<file path="src/rtl/fic_pkg.sv">
// Constants and types for the FIFO level and receive configuration block
package fic_pkg;

  // Register byte offsets
  localparam logic [7:0]  OFF_INT_FLAGS    = 8'h58;
  localparam logic [7:0]  OFF_INT_EN       = 8'h5C;
  localparam logic [7:0]  OFF_BYTE_TEST    = 8'h64;
  localparam logic [7:0]  OFF_FIFO_LVL     = 8'h68;
  localparam logic [7:0]  OFF_RX_CFG       = 8'h6C;
  localparam logic [7:0]  OFF_INT_CLEAR    = 8'h80;

  // Fixed byte order pattern
  localparam logic [31:0] BYTE_TEST_VALUE  = 32'h87654321;

  // Interrupt flag positions
  localparam int          IRQ_RX_DONE_BIT  = 20;
  localparam int          IRQ_TX_SPACE_BIT = 9;
  localparam int          IRQ_TX_STS_BIT   = 7;
  localparam int          IRQ_RX_STS_BIT   = 3;
  localparam logic [31:0] IRQ_MASK         = 32'h00100288;
  localparam logic [31:0] IRQ_RST          = 32'h00000000;

  // Level threshold fields
  localparam int          THR_W            = 8;
  localparam int          TX_SPACE_LSB     = 24;
  localparam int          TX_STS_LSB       = 16;
  localparam int          RX_STS_LSB       = 0;
  localparam logic [7:0]  TX_SPACE_RST     = 8'h48;
  localparam logic [7:0]  TX_STS_RST       = 8'h00;
  localparam logic [7:0]  RX_STS_RST       = 8'h00;

  // Receive configuration fields
  localparam int          ALIGN_LSB        = 30;
  localparam int          CNT_LSB          = 16;
  localparam int          CNT_W            = 12;
  localparam int          FLUSH_BIT        = 15;
  localparam int          OFFSET_LSB       = 8;
  localparam int          OFFSET_W         = 5;
  localparam logic [1:0]  ALIGN_RST        = 2'b00;
  localparam logic [11:0] CNT_RST          = 12'h000;
  localparam logic [4:0]  OFFSET_RST       = 5'h00;

  // End alignment encodings
  typedef enum logic [1:0] {
    ALIGN_4    = 2'b00,
    ALIGN_16   = 2'b01,
    ALIGN_32   = 2'b10,
    ALIGN_RSVD = 2'b11
  } fic_align_t;

  // Receive read sequencer states
  typedef enum logic [1:0] {
    SEQ_LEAD = 2'b00,
    SEQ_DATA = 2'b01,
    SEQ_PAD  = 2'b10
  } fic_seq_state_t;

endpackage

</file>
<file path="src/rtl/fic_rx_seq_if.sv">
// Signals between the register bank and the receive read sequencer
`timescale 1ns/1ps
`default_nettype none
interface fic_rx_seq_if;
  logic                pop;
  logic                last;
  logic                flush;
  fic_pkg::fic_align_t align;
  logic [2:0]          offset_dw;
  logic                fifo_pop;
  logic                pad_read;

  modport ctl (output pop, output last, output flush, output align, output offset_dw,
               input fifo_pop, input pad_read);
  modport seq (input pop, input last, input flush, input align, input offset_dw,
               output fifo_pop, output pad_read);
endinterface
`default_nettype wire

</file>
<file path="src/rtl/fic_rx_seq.sv">
// Receive read sequencer: leading offset dwords, data, end padding dwords
`timescale 1ns/1ps
`default_nettype none
module fic_rx_seq
  import fic_pkg::*;
(
  // Clock and reset
  input wire logic clk_sys,
  input wire logic rst,
  // Control side
  fic_rx_seq_if.seq sq
);

  fic_seq_state_t state_q;
  logic [2:0]     lead_q;
  logic [2:0]     pos_q;
  logic [2:0]     pad_q;
  logic [2:0]     mask;
  logic [2:0]     pos_nx;
  logic [2:0]     rem;
  logic [2:0]     pad_need;
  logic           data_rd;

  always_comb begin
    unique case (sq.align)
      ALIGN_16: mask = 3'd3;
      ALIGN_32: mask = 3'd7;
      default:  mask = 3'd0;
    endcase
  end

  // Upper offset bits are looked at live on each read
  assign data_rd     = (state_q == SEQ_DATA) || ((state_q == SEQ_LEAD) && (lead_q >= sq.offset_dw));
  assign sq.fifo_pop = sq.pop & data_rd;
  assign sq.pad_read = sq.pop & ~data_rd;
  assign pos_nx      = pos_q + 3'd1;
  assign rem         = pos_nx & mask;
  assign pad_need    = (rem == 3'd0) ? 3'd0 : 3'(mask - rem + 3'd1);

  // Packet phase
  always_ff @(posedge clk_sys) begin
    if (rst || sq.flush) begin
      state_q <= SEQ_LEAD;
      pad_q   <= 3'd0;
    end else if (sq.pop) begin
      unique case (state_q)
        SEQ_LEAD, SEQ_DATA: begin
          if (data_rd && sq.last) begin
            state_q <= (pad_need != 3'd0) ? SEQ_PAD : SEQ_LEAD;
            pad_q   <= pad_need;
          end else if (data_rd) begin
            state_q <= SEQ_DATA;
          end
        end
        SEQ_PAD: begin
          pad_q <= pad_q - 3'd1;
          if (pad_q == 3'd1) begin
            state_q <= SEQ_LEAD;
          end
        end
        default: state_q <= SEQ_LEAD;
      endcase
    end
  end

  // Position within the packet and leading dword count
  always_ff @(posedge clk_sys) begin
    if (rst || sq.flush) begin
      lead_q <= 3'd0;
      pos_q  <= 3'd0;
    end else if (sq.pop) begin
      if ((state_q == SEQ_PAD && pad_q == 3'd1) || (data_rd && sq.last && pad_need == 3'd0)) begin
        lead_q <= 3'd0;
        pos_q  <= 3'd0;
      end else begin
        pos_q <= pos_nx;
        if (!data_rd) begin
          lead_q <= lead_q + 3'd1;
        end
      end
    end
  end

endmodule // fic_rx_seq
`default_nettype wire

</file>
<file path="src/rtl/fic_fifo_level_rx_cfg.sv">
// APB register bank for FIFO level interrupts and receive configuration
//
// Design decision made here: register access over APB.
`timescale 1ns/1ps
`default_nettype none
// Operation
// - A read-only word always returns 87654321h for byte order detection.
// - Transmit data space flag sets while free 64-byte blocks exceed threshold.
// - Transmit status flag sets while status FIFO occupancy exceeds its threshold.
// - Receive status flag sets while status FIFO occupancy exceeds its threshold.
// - Final receive transfer is padded with dwords up to 4, 16 or 32 bytes.
// - Twelve-bit dword count sets transfer-done flag when fully read out.
// - Count falls by one for each dword the host reads.
// - A host write replaces the running count at any time.
// - Writing one to flush bit empties receive data and status FIFOs.
// - A byte offset of 0 to 31 is inserted before each packet.
// - Upper offset bits may change live, acting from the next dword read.
// - Transfer-done has its own flag and enable bit gating the request.
// - Level flags are write-one-to-clear flag bits resetting to zero.
// - Flags follow sources regardless of enables; enabled flags drive interrupt.
module fic_fifo_level_rx_cfg
  import fic_pkg::*;
#(
  parameter int LEVEL_W = 8
) (
  // Clock and reset
  input  wire logic               clk_sys,
  input  wire logic               rst,
  // APB slave
  input  wire logic [7:0]         paddr,
  input  wire logic               psel,
  input  wire logic               penable,
  input  wire logic               pwrite,
  input  wire logic [31:0]        pwdata,
  output var  logic [31:0]        prdata,
  output var  logic               pready,
  output var  logic               pslverr,
  // FIFO levels
  input  wire logic [LEVEL_W-1:0] tx_data_free_blocks,
  input  wire logic [LEVEL_W-1:0] tx_status_used,
  input  wire logic [LEVEL_W-1:0] rx_status_used,
  // Receive data port
  input  wire logic               rx_dword_read,
  input  wire logic               rx_dword_last,
  output var  logic               rx_fifo_pop,
  output var  logic               rx_pad_read,
  output var  logic [1:0]         rx_byte_shift,
  // Receive flush
  output var  logic               rx_flush,
  input  wire logic               rx_flush_done,
  // Interrupt
  output var  logic               irq
);

  if (LEVEL_W < THR_W) begin : g_chk
    $error("LEVEL_W must be at least 8");
  end

  // Field layout checks
  if (TX_SPACE_LSB + THR_W > 32 || TX_STS_LSB + THR_W > TX_SPACE_LSB) begin : g_chk_lvl
    $error("Threshold fields overlap or leave the word");
  end

  if (RX_STS_LSB + THR_W > TX_STS_LSB) begin : g_chk_rx_sts
    $error("Receive status threshold overlaps its neighbour");
  end

  if (ALIGN_LSB + 2 > 32 || CNT_LSB + CNT_W > ALIGN_LSB || FLUSH_BIT >= CNT_LSB) begin : g_chk_cfg
    $error("Receive count field overlaps its neighbours");
  end

  if (OFFSET_W != 5 || OFFSET_LSB + OFFSET_W > FLUSH_BIT) begin : g_chk_off
    $error("Payload offset must be five bits below the flush bit");
  end

  if (IRQ_RX_DONE_BIT > 31 || IRQ_TX_SPACE_BIT > 31 ||
      IRQ_TX_STS_BIT > 31 || IRQ_RX_STS_BIT > 31) begin : g_chk_irq
    $error("Interrupt flag positions must lie inside the word");
  end

  // Register state
  logic [THR_W-1:0]    tx_space_thr_q;
  logic [THR_W-1:0]    tx_sts_thr_q;
  logic [THR_W-1:0]    rx_sts_thr_q;
  fic_align_t          align_q;
  logic [CNT_W-1:0]    rx_transfer_countdown_q;
  logic [OFFSET_W-1:0] rx_payload_offset_q;
  logic                flush_q;
  logic                flag_rx_done_q;
  logic                flag_tx_space_q;
  logic                flag_tx_sts_q;
  logic                flag_rx_sts_q;
  logic                flag_rx_done_d;
  logic                flag_tx_space_d;
  logic                flag_tx_sts_d;
  logic                flag_rx_sts_d;
  logic [31:0]         interrupt_flags;
  logic [31:0]         interrupt_flags_d;
  logic [31:0]         irq_en_q;
  logic [31:0]         prdata_q;
  logic                irq_q;

  // Bus decode
  logic                access;
  logic                setup;
  logic                hit;
  logic                wr;
  logic                wr_flags;
  logic                wr_en;
  logic                wr_lvl;
  logic                wr_cfg;
  logic                wr_clear;
  logic                sel_flags;
  logic                sel_en;
  logic                sel_test;
  logic                sel_lvl;
  logic                sel_cfg;
  logic                sel_clear;
  logic [31:0]         rd_word;

  // Events
  logic                rx_done_evt;
  logic [31:0]         set_vec;
  logic [31:0]         clr_vec;

  fic_rx_seq_if sq ();

  // Register selects
  assign sel_flags = (paddr == OFF_INT_FLAGS);
  assign sel_en    = (paddr == OFF_INT_EN);
  assign sel_test  = (paddr == OFF_BYTE_TEST);
  assign sel_lvl   = (paddr == OFF_FIFO_LVL);
  assign sel_cfg   = (paddr == OFF_RX_CFG);
  assign sel_clear = (paddr == OFF_INT_CLEAR);

  assign access   = psel & penable;
  assign setup    = psel & ~penable;
  assign hit      = sel_flags | sel_en | sel_test | sel_lvl | sel_cfg | sel_clear;
  assign wr       = access & pwrite;
  assign wr_flags = wr & sel_flags;
  assign wr_en    = wr & sel_en;
  assign wr_lvl   = wr & sel_lvl;
  assign wr_cfg   = wr & sel_cfg;
  assign wr_clear = wr & sel_clear;

  // Zero wait states; unmapped addresses answer with an error
  assign pready   = 1'b1;
  assign pslverr  = access & ~hit;
  assign prdata   = prdata_q;

  // Read mux, reserved fields zero
  always_comb begin
    rd_word = 32'h00000000;
    unique case (paddr)
      OFF_INT_FLAGS: rd_word = interrupt_flags;
      OFF_INT_EN:    rd_word = irq_en_q;
      OFF_BYTE_TEST: rd_word = BYTE_TEST_VALUE;
      OFF_FIFO_LVL: begin
        rd_word[TX_SPACE_LSB +: THR_W] = tx_space_thr_q;
        rd_word[TX_STS_LSB +: THR_W]   = tx_sts_thr_q;
        rd_word[RX_STS_LSB +: THR_W]   = rx_sts_thr_q;
      end
      OFF_RX_CFG: begin
        rd_word[ALIGN_LSB +: 2]         = align_q;
        rd_word[CNT_LSB +: CNT_W]       = rx_transfer_countdown_q;
        rd_word[FLUSH_BIT]              = flush_q;
        rd_word[OFFSET_LSB +: OFFSET_W] = rx_payload_offset_q;
      end
      default: rd_word = 32'h00000000;
    endcase
  end

  // Read data captured in the setup cycle, held through the access
  always_ff @(posedge clk_sys) begin
    if (rst) begin
      prdata_q <= 32'h00000000;
    end else if (setup && !pwrite) begin
      prdata_q <= rd_word;
    end
  end

  // Level thresholds
  always_ff @(posedge clk_sys) begin
    if (rst) begin
      tx_space_thr_q <= TX_SPACE_RST;
      tx_sts_thr_q   <= TX_STS_RST;
      rx_sts_thr_q   <= RX_STS_RST;
    end else if (wr_lvl) begin
      tx_space_thr_q <= pwdata[TX_SPACE_LSB +: THR_W];
      tx_sts_thr_q   <= pwdata[TX_STS_LSB +: THR_W];
      rx_sts_thr_q   <= pwdata[RX_STS_LSB +: THR_W];
    end
  end

  // End alignment and payload offset
  always_ff @(posedge clk_sys) begin
    if (rst) begin
      align_q             <= fic_align_t'(ALIGN_RST);
      rx_payload_offset_q <= OFFSET_RST;
    end else if (wr_cfg) begin
      align_q             <= fic_align_t'(pwdata[ALIGN_LSB +: 2]);
      rx_payload_offset_q <= pwdata[OFFSET_LSB +: OFFSET_W];
    end
  end

  // Transfer countdown; a write wins over a coincident read
  always_ff @(posedge clk_sys) begin
    if (rst) begin
      rx_transfer_countdown_q <= CNT_RST;
    end else if (wr_cfg) begin
      rx_transfer_countdown_q <= pwdata[CNT_LSB +: CNT_W];
    end else if (rx_dword_read && rx_transfer_countdown_q != CNT_RST) begin
      rx_transfer_countdown_q <= rx_transfer_countdown_q - 12'h001;
    end
  end

  assign rx_done_evt = rx_dword_read && !wr_cfg && (rx_transfer_countdown_q == 12'h001);

  // Flush stays set until the FIFOs report their pointers cleared
  always_ff @(posedge clk_sys) begin
    if (rst) begin
      flush_q <= 1'b0;
    end else if (wr_cfg && pwdata[FLUSH_BIT]) begin
      flush_q <= 1'b1;
    end else if (rx_flush_done) begin
      flush_q <= 1'b0;
    end
  end

  assign rx_flush = flush_q;

  // Flag sources
  always_comb begin
    set_vec                   = 32'h00000000;
    set_vec[IRQ_RX_DONE_BIT]  = rx_done_evt;
    set_vec[IRQ_TX_SPACE_BIT] = tx_data_free_blocks > LEVEL_W'(tx_space_thr_q);
    set_vec[IRQ_TX_STS_BIT]   = tx_status_used > LEVEL_W'(tx_sts_thr_q);
    set_vec[IRQ_RX_STS_BIT]   = rx_status_used > LEVEL_W'(rx_sts_thr_q);
  end

  assign clr_vec = (wr_flags || wr_clear) ? pwdata : 32'h00000000;

  // Next flag values; set wins over clear, enables do not gate the flags
  assign flag_rx_done_d  = set_vec[IRQ_RX_DONE_BIT] |
                           (flag_rx_done_q & ~clr_vec[IRQ_RX_DONE_BIT]);
  assign flag_tx_space_d = set_vec[IRQ_TX_SPACE_BIT] |
                           (flag_tx_space_q & ~clr_vec[IRQ_TX_SPACE_BIT]);
  assign flag_tx_sts_d   = set_vec[IRQ_TX_STS_BIT] |
                           (flag_tx_sts_q & ~clr_vec[IRQ_TX_STS_BIT]);
  assign flag_rx_sts_d   = set_vec[IRQ_RX_STS_BIT] |
                           (flag_rx_sts_q & ~clr_vec[IRQ_RX_STS_BIT]);

  // Transfer-done flag
  always_ff @(posedge clk_sys) begin
    if (rst) begin
      flag_rx_done_q <= IRQ_RST[IRQ_RX_DONE_BIT];
    end else begin
      flag_rx_done_q <= flag_rx_done_d;
    end
  end

  // Transmit space flag
  always_ff @(posedge clk_sys) begin
    if (rst) begin
      flag_tx_space_q <= IRQ_RST[IRQ_TX_SPACE_BIT];
    end else begin
      flag_tx_space_q <= flag_tx_space_d;
    end
  end

  // Transmit status level flag
  always_ff @(posedge clk_sys) begin
    if (rst) begin
      flag_tx_sts_q <= IRQ_RST[IRQ_TX_STS_BIT];
    end else begin
      flag_tx_sts_q <= flag_tx_sts_d;
    end
  end

  // Receive status level flag
  always_ff @(posedge clk_sys) begin
    if (rst) begin
      flag_rx_sts_q <= IRQ_RST[IRQ_RX_STS_BIT];
    end else begin
      flag_rx_sts_q <= flag_rx_sts_d;
    end
  end

  // Flag word as read back, and its next value for the request logic
  always_comb begin
    interrupt_flags                   = IRQ_RST;
    interrupt_flags[IRQ_RX_DONE_BIT]  = flag_rx_done_q;
    interrupt_flags[IRQ_TX_SPACE_BIT] = flag_tx_space_q;
    interrupt_flags[IRQ_TX_STS_BIT]   = flag_tx_sts_q;
    interrupt_flags[IRQ_RX_STS_BIT]   = flag_rx_sts_q;
  end

  always_comb begin
    interrupt_flags_d                   = IRQ_RST;
    interrupt_flags_d[IRQ_RX_DONE_BIT]  = flag_rx_done_d;
    interrupt_flags_d[IRQ_TX_SPACE_BIT] = flag_tx_space_d;
    interrupt_flags_d[IRQ_TX_STS_BIT]   = flag_tx_sts_d;
    interrupt_flags_d[IRQ_RX_STS_BIT]   = flag_rx_sts_d;
  end

  // Interrupt enables
  always_ff @(posedge clk_sys) begin
    if (rst) begin
      irq_en_q <= IRQ_RST;
    end else if (wr_en) begin
      irq_en_q <= pwdata & IRQ_MASK;
    end
  end

  // Interrupt request
  always_ff @(posedge clk_sys) begin
    if (rst) begin
      irq_q <= 1'b0;
    end else begin
      irq_q <= |(interrupt_flags_d & irq_en_q);
    end
  end

  assign irq = irq_q;

  // Receive read sequencer
  assign sq.pop       = rx_dword_read;
  assign sq.last      = rx_dword_last;
  assign sq.flush     = flush_q;
  assign sq.align     = align_q;
  assign sq.offset_dw = rx_payload_offset_q[OFFSET_W-1:2];
  assign rx_fifo_pop  = sq.fifo_pop;
  assign rx_pad_read  = sq.pad_read;
  assign rx_byte_shift = rx_payload_offset_q[1:0];

  fic_rx_seq u_seq (
    .clk_sys (clk_sys),
    .rst     (rst),
    .sq      (sq.seq)
  );

endmodule // fic_fifo_level_rx_cfg
`default_nettype wire

</file>
<file path="config.mk">
export PLATFORM = sky130hd
export DESIGN_NAME = fic_fifo_level_rx_cfg
export DESIGN_NICKNAME = d
export VERILOG_FILES = /design/src/rtl/fic_pkg.sv /design/src/rtl/fic_rx_seq_if.sv /design/src/rtl/fic_rx_seq.sv /design/src/rtl/fic_fifo_level_rx_cfg.sv
export SDC_FILE = /design/constraint.sdc
export NUM_CORES = 1
export LEC_CHECK = 0
export BUFFER_PORTS_ARGS = -buffer_cell sky130_fd_sc_hd__buf_2
export CORE_MARGIN = 4
export CORE_UTILIZATION = 40
export CTS_CLUSTER_SIZE = 24
export DETAILED_ROUTE_END_ITERATION = 7
export PLACE_DENSITY = 0.69
export SETUP_SLACK_MARGIN = 0.5
export SYNTH_ARGS = -nofsm -noshare
export SYNTH_HDL_FRONTEND = slang
export SYNTH_SLANG_ARGS = --single-unit
</file>
<file path="constraint.sdc">
create_clock -name clk_sys -period 5.11 [get_ports clk_sys]
set_clock_uncertainty 0.05 [all_clocks]
set_input_delay 1.533 -clock clk_sys [delete_from_list [all_inputs] [get_ports clk_sys]]
set_output_delay 1.533 -clock clk_sys [all_outputs]
set_load 0.02 [all_outputs]
</file>
**Word level (Yosys, flattened, before mapping)**

Cells that the tools add are included.
W data, S select, Z words.

- Add/subtract/negate cells: 6
- $lt $le $gt $ge: 4
- Eq/ne operators: 16
- Muxes and demuxes: 24
- Bitwise operators: 33
- Reduce and logical (&&, ||, !) cells: 28

Operator list:

| cell | number |
|---|---|
| $pmux W12 S5 | 1 |
| $eq A8 B7 Y1 const B | 5 |
| $pmux W8 S4 | 1 |
| $reduce_or A32 Y1 | 1 |
| $gt A8 B8 Y1 | 3 |
| $mux W12 | 2 |
| $and A21 B21 Y21 | 1 |
| $mux W21 | 1 |
| $pmux W5 S4 | 1 |
| $and A1 B1 Y1 | 15 |
| $mux W3 | 5 |
| $eq A12 B1 Y1 const B | 1 |
| $mux W2 | 6 |
| $pmux W3 S2 | 2 |
| $reduce_bool A12 Y1 | 1 |
| $sub A12 B1 Y12 const B | 1 |
| $add A3 B1 Y3 const B | 3 |
| $logic_and A1 B1 Y1 | 9 |
| $or A1 B1 Y1 | 9 |
| $eq A8 B8 Y1 const B | 1 |
| $not A1 Y1 | 7 |
| $logic_not A3 Y1 | 2 |
| $pmux W2 S3 | 1 |
| $reduce_and A3 Y1 | 2 |
| 19 further kinds | 30 |

- Register bits after elaboration: 96
- Input port bits: 72
- Output and inout bits: 40
- Logic and storage cells: 129

**Longest topological paths before layout**

- Depth after elaboration: 11
- Gate-level depth with buffers: 8
- Depth with buffers taken out: 8

**By module**

A second synthesis with hierarchy kept.

- Cell total of the unflattened synthesis: 644
- Area, all modules: 5132.4 um^2

By module, submodules not included:

| module | instances | cells an instance | area an instance (um^2) | sequential area each (um^2) |
|---|---|---|---|---|
| fic_fifo_level_rx_cfg | 1 | 539 | 4285.4 | 1681.6 |
| fic_rx_seq | 1 | 105 | 847.1 | 220.2 |

**Worst setup path after synthesis**

OpenSTA, ideal clock, no wires.

- Kind: input-to-output
- From: input paddr[1]
- To: output pslverr
- Data arrival time: 3.146 ns
- Required time: 3.527 ns
- Slack: 0.381 ns
- Stages: 6
- Path buffers: 3
- Path through: or4b_1 > buf_2 > nor4_4 > buf_2 > buf_2 > nor4_1

- Cells in the longest elaborated chain, start to end: 8
- Elaborated cells between the ends (all ways): 13
- Those cells by class: eq/ne: 6; bitwise: 7

Ends and longest elaborated chain:

| element | line | RTL |
|---|---|---|
| start: declaration | fic_fifo_level_rx_cfg.sv:30 | `input wire logic [7:0] paddr,` |
| $eq A8 B7 Y1 (on tied branches) | -- |  |
| $or A1 B1 Y1 (4 in a row) | fic_fifo_level_rx_cfg.sv:138 | `assign hit = sel_flags \| sel_en \| sel_test \| sel_lvl \| sel_cfg \| sel_clear;` |
| $or A1 B1 Y1 * | fic_fifo_level_rx_cfg.sv:138 |  |
| $not A1 Y1 * | fic_fifo_level_rx_cfg.sv:148 | `assign pslverr = access & ~hit;` |
| $and A1 B1 Y1 * | fic_fifo_level_rx_cfg.sv:148 |  |
| end: declaration | fic_fifo_level_rx_cfg.sv:37 | `output var logic pslverr,` |

Mark *: on every way between the ends. The rest lies on a longest branch, timed or not.

**Worst setup path after layout**

- From: input paddr[3]
- To: output pslverr

The elaborated chain is that of the path after synthesis.

==> impl_metrics.ini <==
[cts]
numCtsBuffers = 9
clockBufferDepth = 2
insertion_delay_ns = 0.35
cts-root-buf = clkbuf_16
hold_buffers = 0
clkTransAtPathRegs_ns = 0.07
cts_max_level = 3
tritoncts = yes
cts_sinks = 95

[logic_synthesis]
yosys.area_share.simple = 0.222
synthTopCellsByArea = dfxtp_1, ha_1, nand2_1
syn_area_um2 = 5120
synth_fa_ha_area_frac = 0.0879
synth-xor-area-share = 0.0205
yosysSeqAreaShare = 0.371
yosysWarnings = 0
yosys_most_used_dff = dfxtp_1
synth-edff-count = 0
yosysUniqueCellTypes = 62
netlist_instances = 627
synth_top_family_by_area = simple AND/OR/NAND/NOR gates
synth_fp_nets = 735
synth_top_area_cell = dfxtp_1
synth.area.mux_share = 0.0186
async_flop_share = 0
syn_avg_cell_area_um2 = 8.17
yosysTopAreaCellShare = 0.371
synth_seq_cells = 95
synth_compound_area_frac = 0.212

[grt]
track_usage = 0.196
antenna_found_initial = 0
grt_pass1_vias = 4764
grt_pass1_wl_um = 23200
grt_max_degree = 33
overflow = 0

[power_and_ir_drop]
p_int_mw = 1.38
switching_share = 0.308
leakage_nw = 2.48
switching_power_uw = 612
clockPowerShare = 0.335
p_comb_frac = 0.239
peakVddDrop_mv = 0.157
cellPowerDensity_nw_per_um2 = 327
finalPower_mw = 1.99
sequentialPowerShare = 0.426

[floorplanning]
fp.dieH_um = 121
std_cell_rows = 41
coreArea_um2 = 12600
start_util = 0.408
io_pins = 112
die_w_um = 121
fp.dieArea_um2 = 14700

[route]
wire_per_inst_um = 16.3
first_pass_iters = 4
drtAntennaViolNets = 0
finalWirelength_um = 14500
routed_via_density = 5.46
drtIter0Drc = 339
vias = 4874
drc_errors = 0

[worst_hold_path]
hp-start = prdata[29]$_SDFFE_PP0P_
hold_path_class = flip-flop to flip-flop

[sta]
worstMarginPinSlew_ns = 1.07
hold_violations = 0
rsz0062_at_grt = no
timing.final.crit_share = 0.871
fmax_mhz = 225
setup_violations = 0
fin_crit_ns = 4.45
maxSlewHeadroom = 0.288
setup-tns-final_ns = 0
drv_slew = 0

[setup_path]
cpMostUsedCell = buf_2
timing.rr.start = align_q[0]$_SDFFE_PP0P_
cp_slowest_cell = or4b_2
startpoint_type = input port
crit_path_max_incr_delay_ns = 0.71
critPathCaptureType = output port
critPathKind = input port to output port
cpLargestDelayFamily = simple AND/OR/NAND/NOR gates
critPathLaunch = paddr[3]
cp.buffers_inverters = 2
crit_chain = buf_2, or4b_2, o211ai_1, nor4_2, buf_2
worstPathArrival_ns = 2.87
critPathMaxFanout = 12
cp.required_ns = 3.53

[final_layout]
fin_nets = 824
syn_to_final_growth_pct = 18.7
drive_above_1_share = 0.207
final_cell_mix = buf_2, dfxtp_1, nand2_1
layout_commonest_cell = buf_2
final_core_util = 0.484
num_antenna_cells = 0

[run]
max_cap_viol_count = 0

[placement]
dp_hpwl_um = 10800
place_congestion = 0.901
io_buffers = 107

[outcome]
status = finished, final reports clean
-- cell type report --
| type | count | area [µm²] |
|---|---|---|
| Tap cell | 172 | 215 |
| Clock inverter | 5 | 56.3 |
| Fill cell | 1210 | 6490 |
| Sequential cell | 95 | 1900 |
| Inverter | 42 | 158 |
| Multi-Input combinational cell | 451 | 2910 |
| Clock buffer | 11 | 233 |
| Timing Repair Buffer | 117 | 611 |
-- synth_stat cells, drive strengths merged (7+ instances only) --
cell / instances
dfxtp: 95
nand2: 91
a21oi: 59
inv: 42
nor2: 41
ha: 36
clkbuf: 27
nand3: 16
o21ai: 16
a211oi: 14
nand2b: 13
o211ai: 13
buf: 12
nand4: 12
a22o: 11
a22oi: 11
nor3: 11
xor2: 10
a31oi: 7
nor2b: 7
-- power by group through the flow --
stage / logic [mW] / registers, mW / clock network [mW]
finish: 0.475 / 0.847 / 0.667
global route: 0.520 / 0.856 / 0.706
CTS: 0.476 / 0.846 / 0.678
detailed placement: 0.460 / 0.863 / 0
global placement: 0.445 / 0.859 / 0
floorplan: 0.374 / 0.851 / 0
-- stage by stage --
step	hold WS [ns]	worst slack, ns	instances	instance area, µm²
2_1_floorplan	0.397	0.520	627	5130
3_3_place_gp	0.391	0.574	877	5780
3_5_place_dp	0.395	0.550	877	5780
4_1_cts	0.407	0.544	893	6070
5_1_grt	0.418	0.599	893	6080
6_report	0.406	0.660	893	6080
-- repair_timing --
action	CTS	global route
setup buffers	0	0
resized for setup	0	2
setup endpoints to repair	0	1
-- worst paths after layout --
path                                                     end  slack, ns  depth (start not counted)
worst min register to register       prdata[29]$_SDFFE_PP0P_       0.41                          2
worst max-delay path                                 pslverr       0.66                          5
worst min-delay path                 prdata[29]$_SDFFE_PP0P_       0.41                          2
worst max register to register  u_seq.lead_q[1]$_SDFFE_PP0P_       2.45                          8
-- worst reg2reg max path, delay by kind of cell (launching register included) --
family	cells	cell delay [ns]
and+or+nand+nor	2	0.48
adders and majority gates	2	0.52
buffers and inverters	1	0.05
AOI/OAI and AO/OA	3	1.11
DFF	1	0.35
-- flip-flops by register name, indices dropped and copies added (netlist names) --
| signal | count |
|---|---|
| align_q | 2 |
| flag_rx_done_q | 1 |
| flag_rx_sts_q | 1 |
| flag_tx_space_q | 1 |
| flag_tx_sts_q | 1 |
| irq | 1 |
| irq_en_q | 4 |
| prdata | 31 |
| rx_flush | 1 |
| rx_payload_offset_q | 5 |
| rx_sts_thr_q | 8 |
| rx_transfer_countdown_q | 12 |
| tx_space_thr_q | 8 |
| tx_sts_thr_q | 8 |
| u_seq.lead_q | 3 |
| u_seq.pad_q | 3 |
| u_seq.pos_q | 3 |
| u_seq.state_q | 2 |
-- logic make-up after synthesis --
group | after synthesis
other cells | 2
compound gates | 164
flops | 95
fa+ha+maj | 36
buf+inv | 81
mux | 9
xor+xnor | 12
simple gates | 228
-- layer usage --
layer | global-route usage | up-vias | part of all wire
li1 | - | 2405 | -
met1 | 0.245 | 2313 | 0.43
met2 | 0.342 | 132 | 0.49
met3 | 0.0284 | 24 | 0.056
met4 | 0.0686 | 0 | 0.018
met5 | 0 | - | 0
Power figures use the tool's default switching activity.
